**src/rsc_pkg.sv**
```systemverilog
/*
 Shared types and constants for the radio state controller: controller
 states, command strobe codes, setting encodings, status numbers, timing
 counts and the packed structs that carry grouped signals.
 Assumes the block runs on the crystal clock and that strobes arrive already
 decoded from the serial interface.
*/
`default_nettype none

package rsc_pkg;

   // ----------------------------------------------------------------------
   // controller states
   // ----------------------------------------------------------------------
   typedef enum logic [6:0] {
      RSC_SLEEP = 7'h01,
      RSC_CRYSTAL_OFF_STATE  = 7'h02,
      RSC_IDLE  = 7'h04,
      RSC_CAL   = 7'h08,
      RSC_FSON  = 7'h10,
      RSC_RX    = 7'h20,
      RSC_TX    = 7'h40
   } rsc_state_e;

   // ----------------------------------------------------------------------
   // command strobes
   // ----------------------------------------------------------------------
   typedef enum logic [3:0] {
      RSC_CMD_NONE     = 4'h0,
      RSC_CMD_SW_RESET = 4'h1,
      RSC_CMD_SYNTH_ON = 4'h2,
      RSC_CMD_XTAL_OFF = 4'h3,
      RSC_CMD_CALIB    = 4'h4,
      RSC_CMD_RECEIVE  = 4'h5,
      RSC_CMD_TRANSMIT = 4'h6,
      RSC_CMD_GO_IDLE  = 4'h7,
      RSC_CMD_PWR_DOWN = 4'h8
   } rsc_cmd_e;

   // ----------------------------------------------------------------------
   // setting encodings
   // ----------------------------------------------------------------------
   localparam logic [1:0] RSC_EXIT_IDLE    = 2'h0;
   localparam logic [1:0] RSC_EXIT_FSON    = 2'h1;
   localparam logic [1:0] RSC_EXIT_TX      = 2'h2;
   localparam logic [1:0] RSC_EXIT_RX      = 2'h3;
   localparam logic [1:0] RSC_ACAL_NEVER   = 2'h0;
   localparam logic [1:0] RSC_ACAL_FROM_IDLE = 2'h1;
   localparam logic [1:0] RSC_ACAL_TO_IDLE = 2'h2;
   localparam logic [1:0] RSC_ACAL_EVERY4  = 2'h3;
   localparam logic [1:0] RSC_CCA_ALWAYS   = 2'h0;
   localparam logic [1:0] RSC_CCA_RSSI     = 2'h1;
   localparam logic [1:0] RSC_CCA_NOT_RX   = 2'h2;
   localparam logic [1:0] RSC_CCA_BOTH     = 2'h3;
   localparam logic [1:0] RSC_ACAL_LAST_OF4 = 2'h3;

   // ----------------------------------------------------------------------
   // state numbers shown on the status port
   // ----------------------------------------------------------------------
   localparam logic [4:0] RSC_NUM_SLEEP = 5'h00;
   localparam logic [4:0] RSC_NUM_IDLE  = 5'h01;
   localparam logic [4:0] RSC_NUM_CRYSTAL_OFF_STATE  = 5'h02;
   localparam logic [4:0] RSC_NUM_CAL   = 5'h08;
   localparam logic [4:0] RSC_NUM_RX    = 5'h0d;
   localparam logic [4:0] RSC_NUM_FSON  = 5'h12;
   localparam logic [4:0] RSC_NUM_TX    = 5'h13;

   // ----------------------------------------------------------------------
   // timing and widths
   // ----------------------------------------------------------------------
   localparam int         RSC_CAL_CYCLES = 18739;
   localparam int         RSC_CAL_W      = 15;
   localparam int         RSC_SYNC_W     = 2;
   localparam logic [1:0] RSC_SYNC_RST   = 2'h1;

   // ----------------------------------------------------------------------
   // grouped signals
   // ----------------------------------------------------------------------
   typedef struct packed {
      logic       oscillatorForceOn;
      logic [1:0] autoCalibrationSelect;
      logic [1:0] receiveExitSelect;
      logic [1:0] transmitExitSelect;
      logic [1:0] channelAssessmentSelect;
   } rsc_cfg_s;

   typedef struct packed {
      logic rxPacketDone;
      logic rxTimerExpired;
      logic txPacketDone;
      logic txUnderflow;
      logic wakeUp;
      logic rssiBelowThreshold;
      logic packetReceiving;
   } rsc_evt_s;

   typedef struct packed {
      logic crystalOscillatorOn;
      logic regulatorOn;
      logic synthOn;
      logic rxOn;
      logic txOn;
      logic calibrating;
   } rsc_ctl_s;

   typedef struct packed {
      logic [RSC_SYNC_W-1:0] stage1;
      logic [RSC_SYNC_W-1:0] stage2;
   } rsc_sync_s;

   typedef struct packed {
      rsc_state_e           state;
      rsc_state_e           calDest;
      logic [RSC_CAL_W-1:0] calCnt;
      logic [1:0]           autoCnt;
      logic                 pendXoff;
      logic                 pendSleep;
      logic                 xoscOn;
      logic                 regOn;
      logic                 chipReadyN;
      logic [4:0]           statusNum;
   } rsc_reg_s;

endpackage

`default_nettype wire

```
**src/rsc_radio_ctrl.sv**
```systemverilog
/*
 Main radio control state machine: sleep, crystal-off, idle, calibration,
 synth-on, receive and transmit, with crystal and regulator control.
 Assumes strobes come decoded and one cycle wide from the serial interface on
 this clock; chip select and oscillator-stable arrive from pins.
*/
`timescale 1ns/1ps
`default_nettype none

module rsc_radio_ctrl #(
   parameter int CAL_CYCLES = rsc_pkg::RSC_CAL_CYCLES
) (
   input  wire logic              clk,
   input  wire logic              rst,
   input  wire logic              chipSelectN,
   input  wire logic              xoscStable,
   input  wire logic              strobeValid,
   input  wire rsc_pkg::rsc_cmd_e strobeCode,
   input  wire rsc_pkg::rsc_cfg_s cfg,
   input  wire rsc_pkg::rsc_evt_s evt,
   output var  rsc_pkg::rsc_ctl_s ctl,
   output var  logic [4:0]        controllerStateStatus,
   output var  logic              chipReadyLow,
   output var  logic              serialOutEnable
);
   import rsc_pkg::*;

   localparam logic [RSC_CAL_W-1:0] CAL_LAST = RSC_CAL_W'(CAL_CYCLES - 1);
   localparam rsc_reg_s RESET_VAL = '{
      state:      RSC_IDLE,
      calDest:    RSC_IDLE,
      calCnt:     '0,
      autoCnt:    2'h0,
      pendXoff:   1'b0,
      pendSleep:  1'b0,
      xoscOn:     1'b1,
      regOn:      1'b1,
      chipReadyN: 1'b1,
      statusNum:  RSC_NUM_IDLE
   };

   rsc_reg_s              q, d;
   logic [RSC_SYNC_W-1:0] pinSync;
   logic                  csHigh;
   logic                  oscGood;
   rsc_cmd_e              cmd;
   logic                  ccaClear;
   logic                  calStart;
   rsc_state_e            calTarget;
   logic                  autoExit;
   rsc_state_e            exitTo;
   logic                  calNow;

   // ----------------------------------------------------------------------
   // pin synchronisers
   // ----------------------------------------------------------------------
   rsc_sync u_sync (
      .clk    (clk),
      .rst    (rst),
      .pinIn  ({xoscStable, chipSelectN}),
      .pinOut (pinSync)
   );
   assign csHigh  = pinSync[0];
   assign oscGood = pinSync[1];
   function automatic rsc_state_e exit_dest(input logic [1:0] sel);
      rsc_state_e r;
      unique case (sel)
         RSC_EXIT_FSON: r = RSC_FSON;
         RSC_EXIT_TX:   r = RSC_TX;
         RSC_EXIT_RX:   r = RSC_RX;
         default:       r = RSC_IDLE;
      endcase
      return r;
   endfunction

   function automatic logic [4:0] state_num(input rsc_state_e s);
      logic [4:0] n;
      unique case (s)
         RSC_SLEEP: n = RSC_NUM_SLEEP;
         RSC_CRYSTAL_OFF_STATE:  n = RSC_NUM_CRYSTAL_OFF_STATE;
         RSC_CAL:   n = RSC_NUM_CAL;
         RSC_FSON:  n = RSC_NUM_FSON;
         RSC_RX:    n = RSC_NUM_RX;
         RSC_TX:    n = RSC_NUM_TX;
         default:   n = RSC_NUM_IDLE;
      endcase
      return n;
   endfunction

   // ----------------------------------------------------------------------
   // clear-channel check
   // ----------------------------------------------------------------------
   always_comb begin
      unique case (cfg.channelAssessmentSelect)
         RSC_CCA_RSSI:   ccaClear = evt.rssiBelowThreshold;
         RSC_CCA_NOT_RX: ccaClear = !evt.packetReceiving;
         RSC_CCA_BOTH:   ccaClear = evt.rssiBelowThreshold && !evt.packetReceiving;
         default:        ccaClear = 1'b1;
      endcase
   end

   // ----------------------------------------------------------------------
   // next state
   // ----------------------------------------------------------------------
   always_comb begin
      d         = q;
      calStart  = 1'b0;
      calTarget = RSC_IDLE;
      autoExit  = 1'b0;
      exitTo    = RSC_IDLE;
      calNow    = 1'b0;
      cmd       = strobeValid ? strobeCode : RSC_CMD_NONE;
      unique case (q.state)
         RSC_SLEEP, RSC_CRYSTAL_OFF_STATE: begin
            d.xoscOn = cfg.oscillatorForceOn;
            if (!csHigh) begin
               d.state  = RSC_IDLE;
               d.xoscOn = 1'b1;
               d.regOn  = 1'b1;
            end
         end
         RSC_IDLE: begin
            // oscillator only stops once the host lets go of select
            if ((q.pendXoff || q.pendSleep) && csHigh) begin
               d.state     = q.pendSleep ? RSC_SLEEP : RSC_CRYSTAL_OFF_STATE;
               d.xoscOn    = cfg.oscillatorForceOn;
               d.regOn     = !q.pendSleep;
               d.pendXoff  = 1'b0;
               d.pendSleep = 1'b0;
            end else begin
               unique case (cmd)
                  RSC_CMD_XTAL_OFF: d.pendXoff = 1'b1;
                  RSC_CMD_PWR_DOWN: d.pendSleep = 1'b1;
                  RSC_CMD_CALIB: begin
                     calStart  = 1'b1;
                     calTarget = RSC_IDLE;
                  end
                  RSC_CMD_RECEIVE, RSC_CMD_TRANSMIT, RSC_CMD_SYNTH_ON: begin
                     calTarget = (cmd == RSC_CMD_RECEIVE) ? RSC_RX
                               : (cmd == RSC_CMD_TRANSMIT) ? RSC_TX : RSC_FSON;
                     if (cfg.autoCalibrationSelect == RSC_ACAL_FROM_IDLE) begin
                        calStart = 1'b1;
                     end else begin
                        d.state = calTarget;
                     end
                  end
                  default: begin
                     if (evt.wakeUp) begin
                        calTarget = RSC_RX;
                        if (cfg.autoCalibrationSelect == RSC_ACAL_FROM_IDLE) begin
                           calStart = 1'b1;
                        end else begin
                           d.state = RSC_RX;
                        end
                     end
                  end
               endcase
            end
         end
         RSC_CAL: begin
            if (q.calCnt == '0) begin
               d.state = q.calDest;
            end else begin
               d.calCnt = q.calCnt - 1'b1;
            end
         end
         RSC_FSON: begin
            if (cmd == RSC_CMD_TRANSMIT) begin
               d.state = RSC_TX;
            end else if (cmd == RSC_CMD_RECEIVE) begin
               d.state = RSC_RX;
            end
         end
         RSC_RX: begin
            // refusal leaves nothing pending, so a free channel later is ignored
            if (cmd == RSC_CMD_TRANSMIT || cmd == RSC_CMD_SYNTH_ON) begin
               if (ccaClear) begin
                  d.state = (cmd == RSC_CMD_TRANSMIT) ? RSC_TX : RSC_FSON;
               end
            end else if (evt.rxPacketDone) begin
               autoExit = 1'b1;
               exitTo   = exit_dest(cfg.receiveExitSelect);
            end else if (evt.rxTimerExpired) begin
               autoExit = 1'b1;
            end
         end
         RSC_TX: begin
            if (cmd == RSC_CMD_RECEIVE) begin
               d.state = RSC_RX;
            end else if (evt.txPacketDone) begin
               autoExit = 1'b1;
               exitTo   = exit_dest(cfg.transmitExitSelect);
            end else if (evt.txUnderflow) begin
               autoExit = 1'b1;
            end
         end
         default: d.state = RSC_IDLE;
      endcase
      if (autoExit) begin
         if (exitTo == RSC_IDLE) begin
            calNow = (cfg.autoCalibrationSelect == RSC_ACAL_TO_IDLE)
                  || (cfg.autoCalibrationSelect == RSC_ACAL_EVERY4
                      && q.autoCnt == RSC_ACAL_LAST_OF4);
            if (cfg.autoCalibrationSelect == RSC_ACAL_EVERY4) begin
               d.autoCnt = q.autoCnt + 2'h1;
            end
            if (calNow) begin
               calStart = 1'b1;
            end else begin
               d.state = RSC_IDLE;
            end
         end else begin
            d.state = exitTo;
         end
      end
      if (calStart) begin
         d.state   = RSC_CAL;
         d.calDest = calTarget;
         d.calCnt  = CAL_LAST;
      end

      // idle strobe overrides everything above and never calibrates
      if (cmd == RSC_CMD_GO_IDLE) begin
         d.state     = RSC_IDLE;
         d.pendXoff  = 1'b0;
         d.pendSleep = 1'b0;
         d.xoscOn    = 1'b1;
         d.regOn     = 1'b1;
      end

      d.chipReadyN = !(q.xoscOn && oscGood);
      d.statusNum  = state_num(d.state);
      if (cmd == RSC_CMD_SW_RESET) begin
         d = RESET_VAL;
      end
   end

   always_ff @(posedge clk) begin
      if (rst) begin
         q <= RESET_VAL;
      end else begin
         q <= d;
      end
   end

   // ----------------------------------------------------------------------
   // outputs
   // ----------------------------------------------------------------------
   always_comb begin
      ctl.crystalOscillatorOn = q.xoscOn;
      ctl.regulatorOn         = q.regOn;
      ctl.synthOn             = (q.state == RSC_FSON) || (q.state == RSC_RX)
                             || (q.state == RSC_TX);
      ctl.rxOn                = (q.state == RSC_RX);
      ctl.txOn                = (q.state == RSC_TX);
      ctl.calibrating         = (q.state == RSC_CAL);
   end

   assign controllerStateStatus = q.statusNum;
   assign chipReadyLow          = q.chipReadyN;
   assign serialOutEnable       = !csHigh;

   // ----------------------------------------------------------------------
   // checks
   // ----------------------------------------------------------------------
   logic [RSC_CAL_W-1:0] calRun;
   always_ff @(posedge clk) begin
      if (rst || q.state != RSC_CAL) begin
         calRun <= '0;
      end else begin
         calRun <= calRun + 1'b1;
      end
   end
endmodule

`default_nettype wire

```
**src/rsc_sync.sv**
```systemverilog
/*
 Two-flop synchroniser for the pin inputs of the radio state controller.
 Assumes each input bit is an independent level from outside the clock domain.
*/
`timescale 1ns/1ps
`default_nettype none

module rsc_sync (
   input  wire logic                          clk,
   input  wire logic                          rst,
   input  wire logic [rsc_pkg::RSC_SYNC_W-1:0] pinIn,
   output var  logic [rsc_pkg::RSC_SYNC_W-1:0] pinOut
);
   import rsc_pkg::*;

   rsc_sync_s q, d;

   // ----------------------------------------------------------------------
   // per-bit stages
   // ----------------------------------------------------------------------
   genvar i;
   generate
      for (i = 0; i < RSC_SYNC_W; i++) begin : g_bit
         always_comb begin
            d.stage1[i] = pinIn[i];
            // first stage feeds only the second
            d.stage2[i] = q.stage1[i];
         end
      end
   endgenerate

   always_ff @(posedge clk) begin
      if (rst) begin
         q <= {RSC_SYNC_RST, RSC_SYNC_RST};
      end else begin
         q <= d;
      end
   end

   assign pinOut = q.stage2;

endmodule

`default_nettype wire

```
**config.mk**
```make
export PLATFORM = sky130hd
export DESIGN_NAME = rsc_radio_ctrl
export DESIGN_NICKNAME = d
export VERILOG_FILES = /design/src/rsc_pkg.sv /design/src/rsc_radio_ctrl.sv /design/src/rsc_sync.sv
export SDC_FILE = /design/constraint.sdc
export NUM_CORES = 1
export LEC_CHECK = 0
export BUFFER_PORTS_ARGS = -buffer_cell sky130_fd_sc_hd__buf_2
export CAP_MARGIN = 5
export CORE_MARGIN = 5
export CORE_UTILIZATION = 50
export DETAILED_ROUTE_END_ITERATION = 10
export PLACE_DENSITY = 0.71
export SETUP_SLACK_MARGIN = 0.02
export SLEW_MARGIN = 20
export SYNTH_ARGS = -nofsm -noshare
export SYNTH_HDL_FRONTEND = slang
export SYNTH_HIERARCHICAL = 1
export SYNTH_SLANG_ARGS = --single-unit
```
**constraint.sdc**
```tcl
create_clock -name clk -period 3.5 [get_ports clk]
set_clock_uncertainty 0.1 [all_clocks]
set_input_delay 0.175 -clock clk [delete_from_list [all_inputs] [get_ports clk]]
set_output_delay 0.175 -clock clk [all_outputs]
set_load 0.02 [all_outputs]
```
==> results of run 1 <==
[registers in the layout (all words and copies together) (netlist names)]
signal,count
controllerStateStatus,5
chipReadyLow,1
ctl,2
q,30
u_sync/d,2
u_sync/pinOut,2
[cell families (layout without fill, tap and decap cells)]
| family | Yosys count | after routing | synth area share |
|---|---|---|---|
| AOI/OAI and AO/OA | 82 | 82 | 0.222 |
| adders and majority gates | 2 | 2 | 0.00920 |
| DFF | 42 | 42 | 0.309 |
| buffers and inverters | 38 | 64 | 0.0667 |
| muxes | 2 | 2 | 0.00782 |
| and+or+nand+nor | 142 | 142 | 0.324 |
| xor gates and xnor gates | 19 | 19 | 0.0612 |
[cell usage in the layout (no fill, tap or decap), drive strengths merged, types with 3 or more instances in the layout]
cell,count
dfxtp,42
buf,41
nor2,37
a21oi,20
inv,14
nand2,13
nand3,12
xnor2,11
o21ai,11
nor3,10
nor2b,8
xor2,8
nand2b,7
clkbuf,7
a31oi,6
nand4,6
a211oi,6
nand3b,5
a21o,5
o31ai,5
or4,5
o211ai,5
or3,4
and2,4
nor3b,4
and3,4
nor4b,4
or2,4
or3b,3
a32oi,3
o32ai,3
nand4b,3
nor4,3
[critical path: cells and delay by family (launching register included)]
kind	cells	cell delay [ns]
AO/OA/AOI/OAI	4	1.23
flip-flops	1	0.42
AND/OR/NAND/NOR	2	1.12
buffers and inverters	1	0.08
[per-layer routing]
layer / track usage / vias to the layer above
li1: - / 1247
met1: 0.269 / 1199
met2: 0.298 / 69
met3: 0.0306 / 10
met4: 0.0512 / 0
met5: 0 / -
[per-stage QoR]
| step | cell area (um^2) | instances | util |
|---|---|---|---|
| 4_1_cts | 3010 | 423 | 0.578 |
| 3_5_place_dp | 2890 | 414 | 0.556 |
| 5_1_grt | 3010 | 423 | 0.578 |
| 2_1_floorplan | 2720 | 327 | - |
| 6_report | 3010 | 423 | 0.578 |
| 3_3_place_gp | 2890 | 414 | 0.556 |
[layout make-up]
| class | count | share of cell area |
|---|---|---|
| multi-input cells | 247 | 0.564 |
| flip-flops and latches | 42 | 0.279 |
| repair buffers | 42 | 0.0748 |
| well taps | 70 | 0.0291 |
| clock buffers | 7 | 0.0254 |
| inverters | 14 | 0.0175 |
| clock inverters | 1 | 0.00998 |
[worst paths after layout]
check / from / endpoint / slack [ns] / cells past startpoint
hold reg to reg: u_sync/d[0] / u_sync/pinOut[0] / 0.31 / 1
setup / recovery: q[40] / controllerStateStatus[0] / 0.44 / 7
hold / removal: rst / u_sync/pinOut[1] / 0.005 / 2
setup reg to reg: q[40] / controllerStateStatus[0] / 0.44 / 7
[power by group through the flow]
stage / Clock [mW] / Sequential, mW / Combinational, mW
6_report: 0.373 / 0.534 / 0.360
3_5_place_dp: 0 / 0.544 / 0.355
3_3_place_gp: 0 / 0.544 / 0.348
4_1_cts: 0.377 / 0.534 / 0.357
5_1_grt: 0.400 / 0.538 / 0.391
2_1_floorplan: 0 / 0.534 / 0.274
==> results.ini, run 1 <==
[yosys]
ys.flop_type = dfxtp_1
synth.area.top_cells = dfxtp_1, nor2_1, a21oi_1
synth_top_area_cell = dfxtp_1
yosys-top-cells-count = dfxtp_1, nor2_1, a21oi_1, inv_1, nand2_1
ys_seq_area_frac = 0.309
synth.most_common_cell = dfxtp_1
async_reset_ff_frac = 0
yosysTopAreaCellShare = 0.309
postSynthAreaPerCell_um2 = 8.31
syn-cell-area_um2 = 2720
syn-num-nets = 354
synth_warnings = 6
ys_seq_elements = 42
synth.distinct_cells = 75
syn_inst = 327
synth-edff-count = 0

[floorplan]
initial_core_util = 0.522
dieWidth_um = 83.7
row_count = 26
dieArea_um2 = 7010
core_area_um2 = 5200
die_height_um = 83.7
ioPinCount = 38

[clock_network]
clkSlewWorstSetupHoldPaths_ns = 0.08
clk_latency_ns = 0.30
clock-sinks = 42
cts_buffers = 5
cts_setup_buffers = 0
cts_max_level = 2
hold_buffers = 1
cts-root-buf = clkbuf_8
cts_tree = done
clockBufferDepth = 2
cts-resized-gates = 0

[sta]
tightestPinTransition_ns = 0.670
fin_crit_ns = 3.06
hold_ws_ns = 0.00470
rsz0062_at_grt = no
setup_slack_ns = 0.436
drv_slew = 0
hold_viol = 0
tns_ns = 0
max_slew_margin = 0.548
finalSetupViolCount = 0
min_period_over_period = 0.875
clock.fmax_ghz = 0.326

[worst_setup_path]
cp.required_ns = 3.59
crit_chain = or4b_1, nor3_2, o21ai_1, o32a_1, o211ai_2, inv_2, o32a_1
worstPathArrival_ns = 3.16
cpPeakStageDelay_ns = 0.61
worst_setup_path_start_kind = flop
critPathMostFrequentCell = o32a_1
slowest_stage = or4b_1
endpoint_kind = flop
criticalPathCategory = reg2reg
path_max_fanout = 13

[pwr]
p_switching_uw = 403
p_leak_nw = 1.19
finalPower_mw = 1.27
clockPowerShare = 0.295
vdd.ir_drop.worst_mv = 0.263
switching_share = 0.318
p_per_area_nw_per_um2 = 421
p_int_uw = 864
p_comb_frac = 0.284
p_seq_frac = 0.421

[route]
num_vias = 2525
dr.first_iter.drc_count = 209
dr_wl_met2_um = 3120
viasPerCell = 5.97
drtPass1Iterations = 4
wl_per_cell_um = 16.0
postRouteAntennaNets = 0
wl_met1_um = 3170
route.met3.wl_um = 377
wl_um = 6750
dr.max_layer_used = met4
drc_errors = 0

[grt]
track_usage = 0.190
grt_pass1_wl_um = 11000
grt_max_degree = 20
grt_antenna_before_repair = 0
grt-ovfl-total = 0
grt_pass1_vias = 2245

[finish]
fillers = 497
area_delta_synth_final_pct = 10.7
layout-drive-gt1-share = 0.218
antenna_cells = 0
finalNetCount = 379
multi_input_area_um2 = 1700
final-seq-area_um2 = 841

[place]
hpwl_um = 5180
place_congestion = 0.884
pre_cts_ws_ns = 0.477
port_buffers = 37

[run]
maxCapViolCount = 0

[outcome]
status = finished clean

[worst_hold_path]
min_path_type = in2reg

Note: power is estimated with default switching activity, not from simulation.
==> run 2, diff against run 1 <==
Settings changed: BUFFER_PORTS_ARGS -buffer_cell sky130_fd_sc_hd__buf_2 to -buffer_cell sky130_fd_sc_hd__buf_4.
==> run 2 against run 1 <==
Compared with the run above: clock power down 12%; sequential share of layout area is 1.1 points lower; design area is 4.0% higher; non-clock buffer count increased by 4; wire length is 2.6% higher; sequential cell count unchanged; sequential power barely moved; critical endpoint unchanged; largest power group unchanged.
==> results.ini, run 2 (synthesis results as in run 1) <==
[place]
pre_cts_ws_ns = 0.524
port_buffers = 37
hpwl_um = 5260
place_congestion = 0.925

[clock_network]
cts_max_level = 2
clk_latency_ns = 0.30
cts-resized-gates = 0
cts_buffers = 5
cts_tree = done
cts-root-buf = clkbuf_8
clkSlewWorstSetupHoldPaths_ns = 0.08
clockBufferDepth = 2
clock-sinks = 42

[worst_hold_path]
min_path_type = in2reg

[worst_setup_path]
criticalPathCategory = reg2reg
worst_setup_path_start_kind = flop
cp.required_ns = 3.59
endpoint_kind = flop
path_max_fanout = 13
worstPathArrival_ns = 3.09

[outcome]
status = finished clean

[route]
postRouteAntennaNets = 0
viasPerCell = 5.80
drc_errors = 0
num_vias = 2476
wl_um = 6930
dr.first_iter.drc_count = 154
wl_per_cell_um = 16.2
drtPass1Iterations = 4

[sta]
max_slew_margin = 0.611
clock.fmax_ghz = 0.333
fin_crit_ns = 3.00
finalSetupViolCount = 0
setup_slack_ns = 0.499
tightestPinTransition_ns = 0.577
drv_slew = 0
rsz0062_at_grt = no
hold_viol = 0
tns_ns = 0
min_period_over_period = 0.857

[floorplan]
dieWidth_um = 83.7
die_height_um = 83.7
initial_core_util = 0.522
row_count = 26
ioPinCount = 38
dieArea_um2 = 7010
core_area_um2 = 5200

[run]
maxCapViolCount = 0

[finish]
final_cell_mix = dfxtp_1, buf_4, nor2_1, a21oi_1, inv_1
largest_register_ffs = 30
layout-drive-gt1-share = 0.224
post-route-util = 0.601
fillers = 488
finalNetCount = 383
largest_register = q
area_delta_synth_final_pct = 15.1
final-seq-area_um2 = 841
multi_input_area_um2 = 1700
antenna_cells = 0

[pwr]
p_per_area_nw_per_um2 = 395
vdd.ir_drop.worst_mv = 0.338
p_leak_nw = 1.23

[grt]
grt_max_degree = 20
track_usage = 0.201
grt_antenna_before_repair = 0
grt_pass1_vias = 2352
grt-ovfl-total = 0
grt_pass1_wl_um = 11700

run 2: cell count changes in the layout (fill, tap and decap cells not counted):
cell | previous run | this run
inv_6 | 0 | 1
clkbuf_1 | 2 | 0
buf_2 | 37 | 0
inv_8 | 0 | 1
bufinv_16 | 1 | 0
clkinv_4 | 0 | 1
buf_4 | 4 | 42
dlygate4sd3_1 | 1 | 4
run 2: report_power, final:
group          switching (mW)  internal (mW)  leakage (nW)
combinational           0.209          0.163         0.837
sequential             0.0324          0.504         0.341
clock                   0.179          0.149        0.0506
total                   0.421          0.816          1.23
run 2: cell type report:
| type | count | share of cell area |
|---|---|---|
| Tap cell | 70 | 0.0280 |
| Sequential cell | 42 | 0.269 |
| Inverter | 14 | 0.0168 |
| Timing Repair Buffer | 46 | 0.114 |
| Clock inverter | 3 | 0.00919 |
| Multi-Input combinational cell | 247 | 0.542 |
| Clock buffer | 5 | 0.0220 |
run 2: routing by layer:
| metal | global-route usage | share of wire |
|---|---|---|
| met5 | 0 | 0 |
| met4 | 0.0453 | 0.014 |
| met3 | 0.0602 | 0.072 |
| met2 | 0.305 | 0.44 |
| met1 | 0.281 | 0.48 |
run 2: final timing paths:
kind / end / from / slack, ns / cells after the start
worst max-delay path: controllerStateStatus[0] / q[40] / 0.50 / 7
worst min-delay path: ctl[5] / cfg[8] / 0.02 / 3
worst max register to register: controllerStateStatus[0] / q[40] / 0.50 / 7
worst min register to register: chipReadyLow / u_sync/pinOut[1] / 0.31 / 1
run 2: worst max-delay path: stages, from the launching register on:
cell      delay [ns]
dfxtp_1         0.59
or3b_2          0.55
a211oi_4        0.32
a22oi_2         0.15
o32a_1          0.57
o211ai_2        0.20
inv_2           0.07
o32a_1          0.34
run 2: per-stage QoR:
step	std cells	hold slack [ns]	power (mW)	area (um^2)
after floorplan	327	0.147	0.808	2720
after global placement	415	0.259	0.908	2990
after detailed placement	415	0.261	0.911	2990
after CTS	427	0.0201	1.24	3130
after global routing	427	0.0240	1.32	3130
final	427	0.0243	1.24	3130
run 2: timing repair:
action / in CTS / in global routing
buffers inserted: 0 / 0
hold buffers: 4 / 0
hold endpoints to repair: 4 / 0
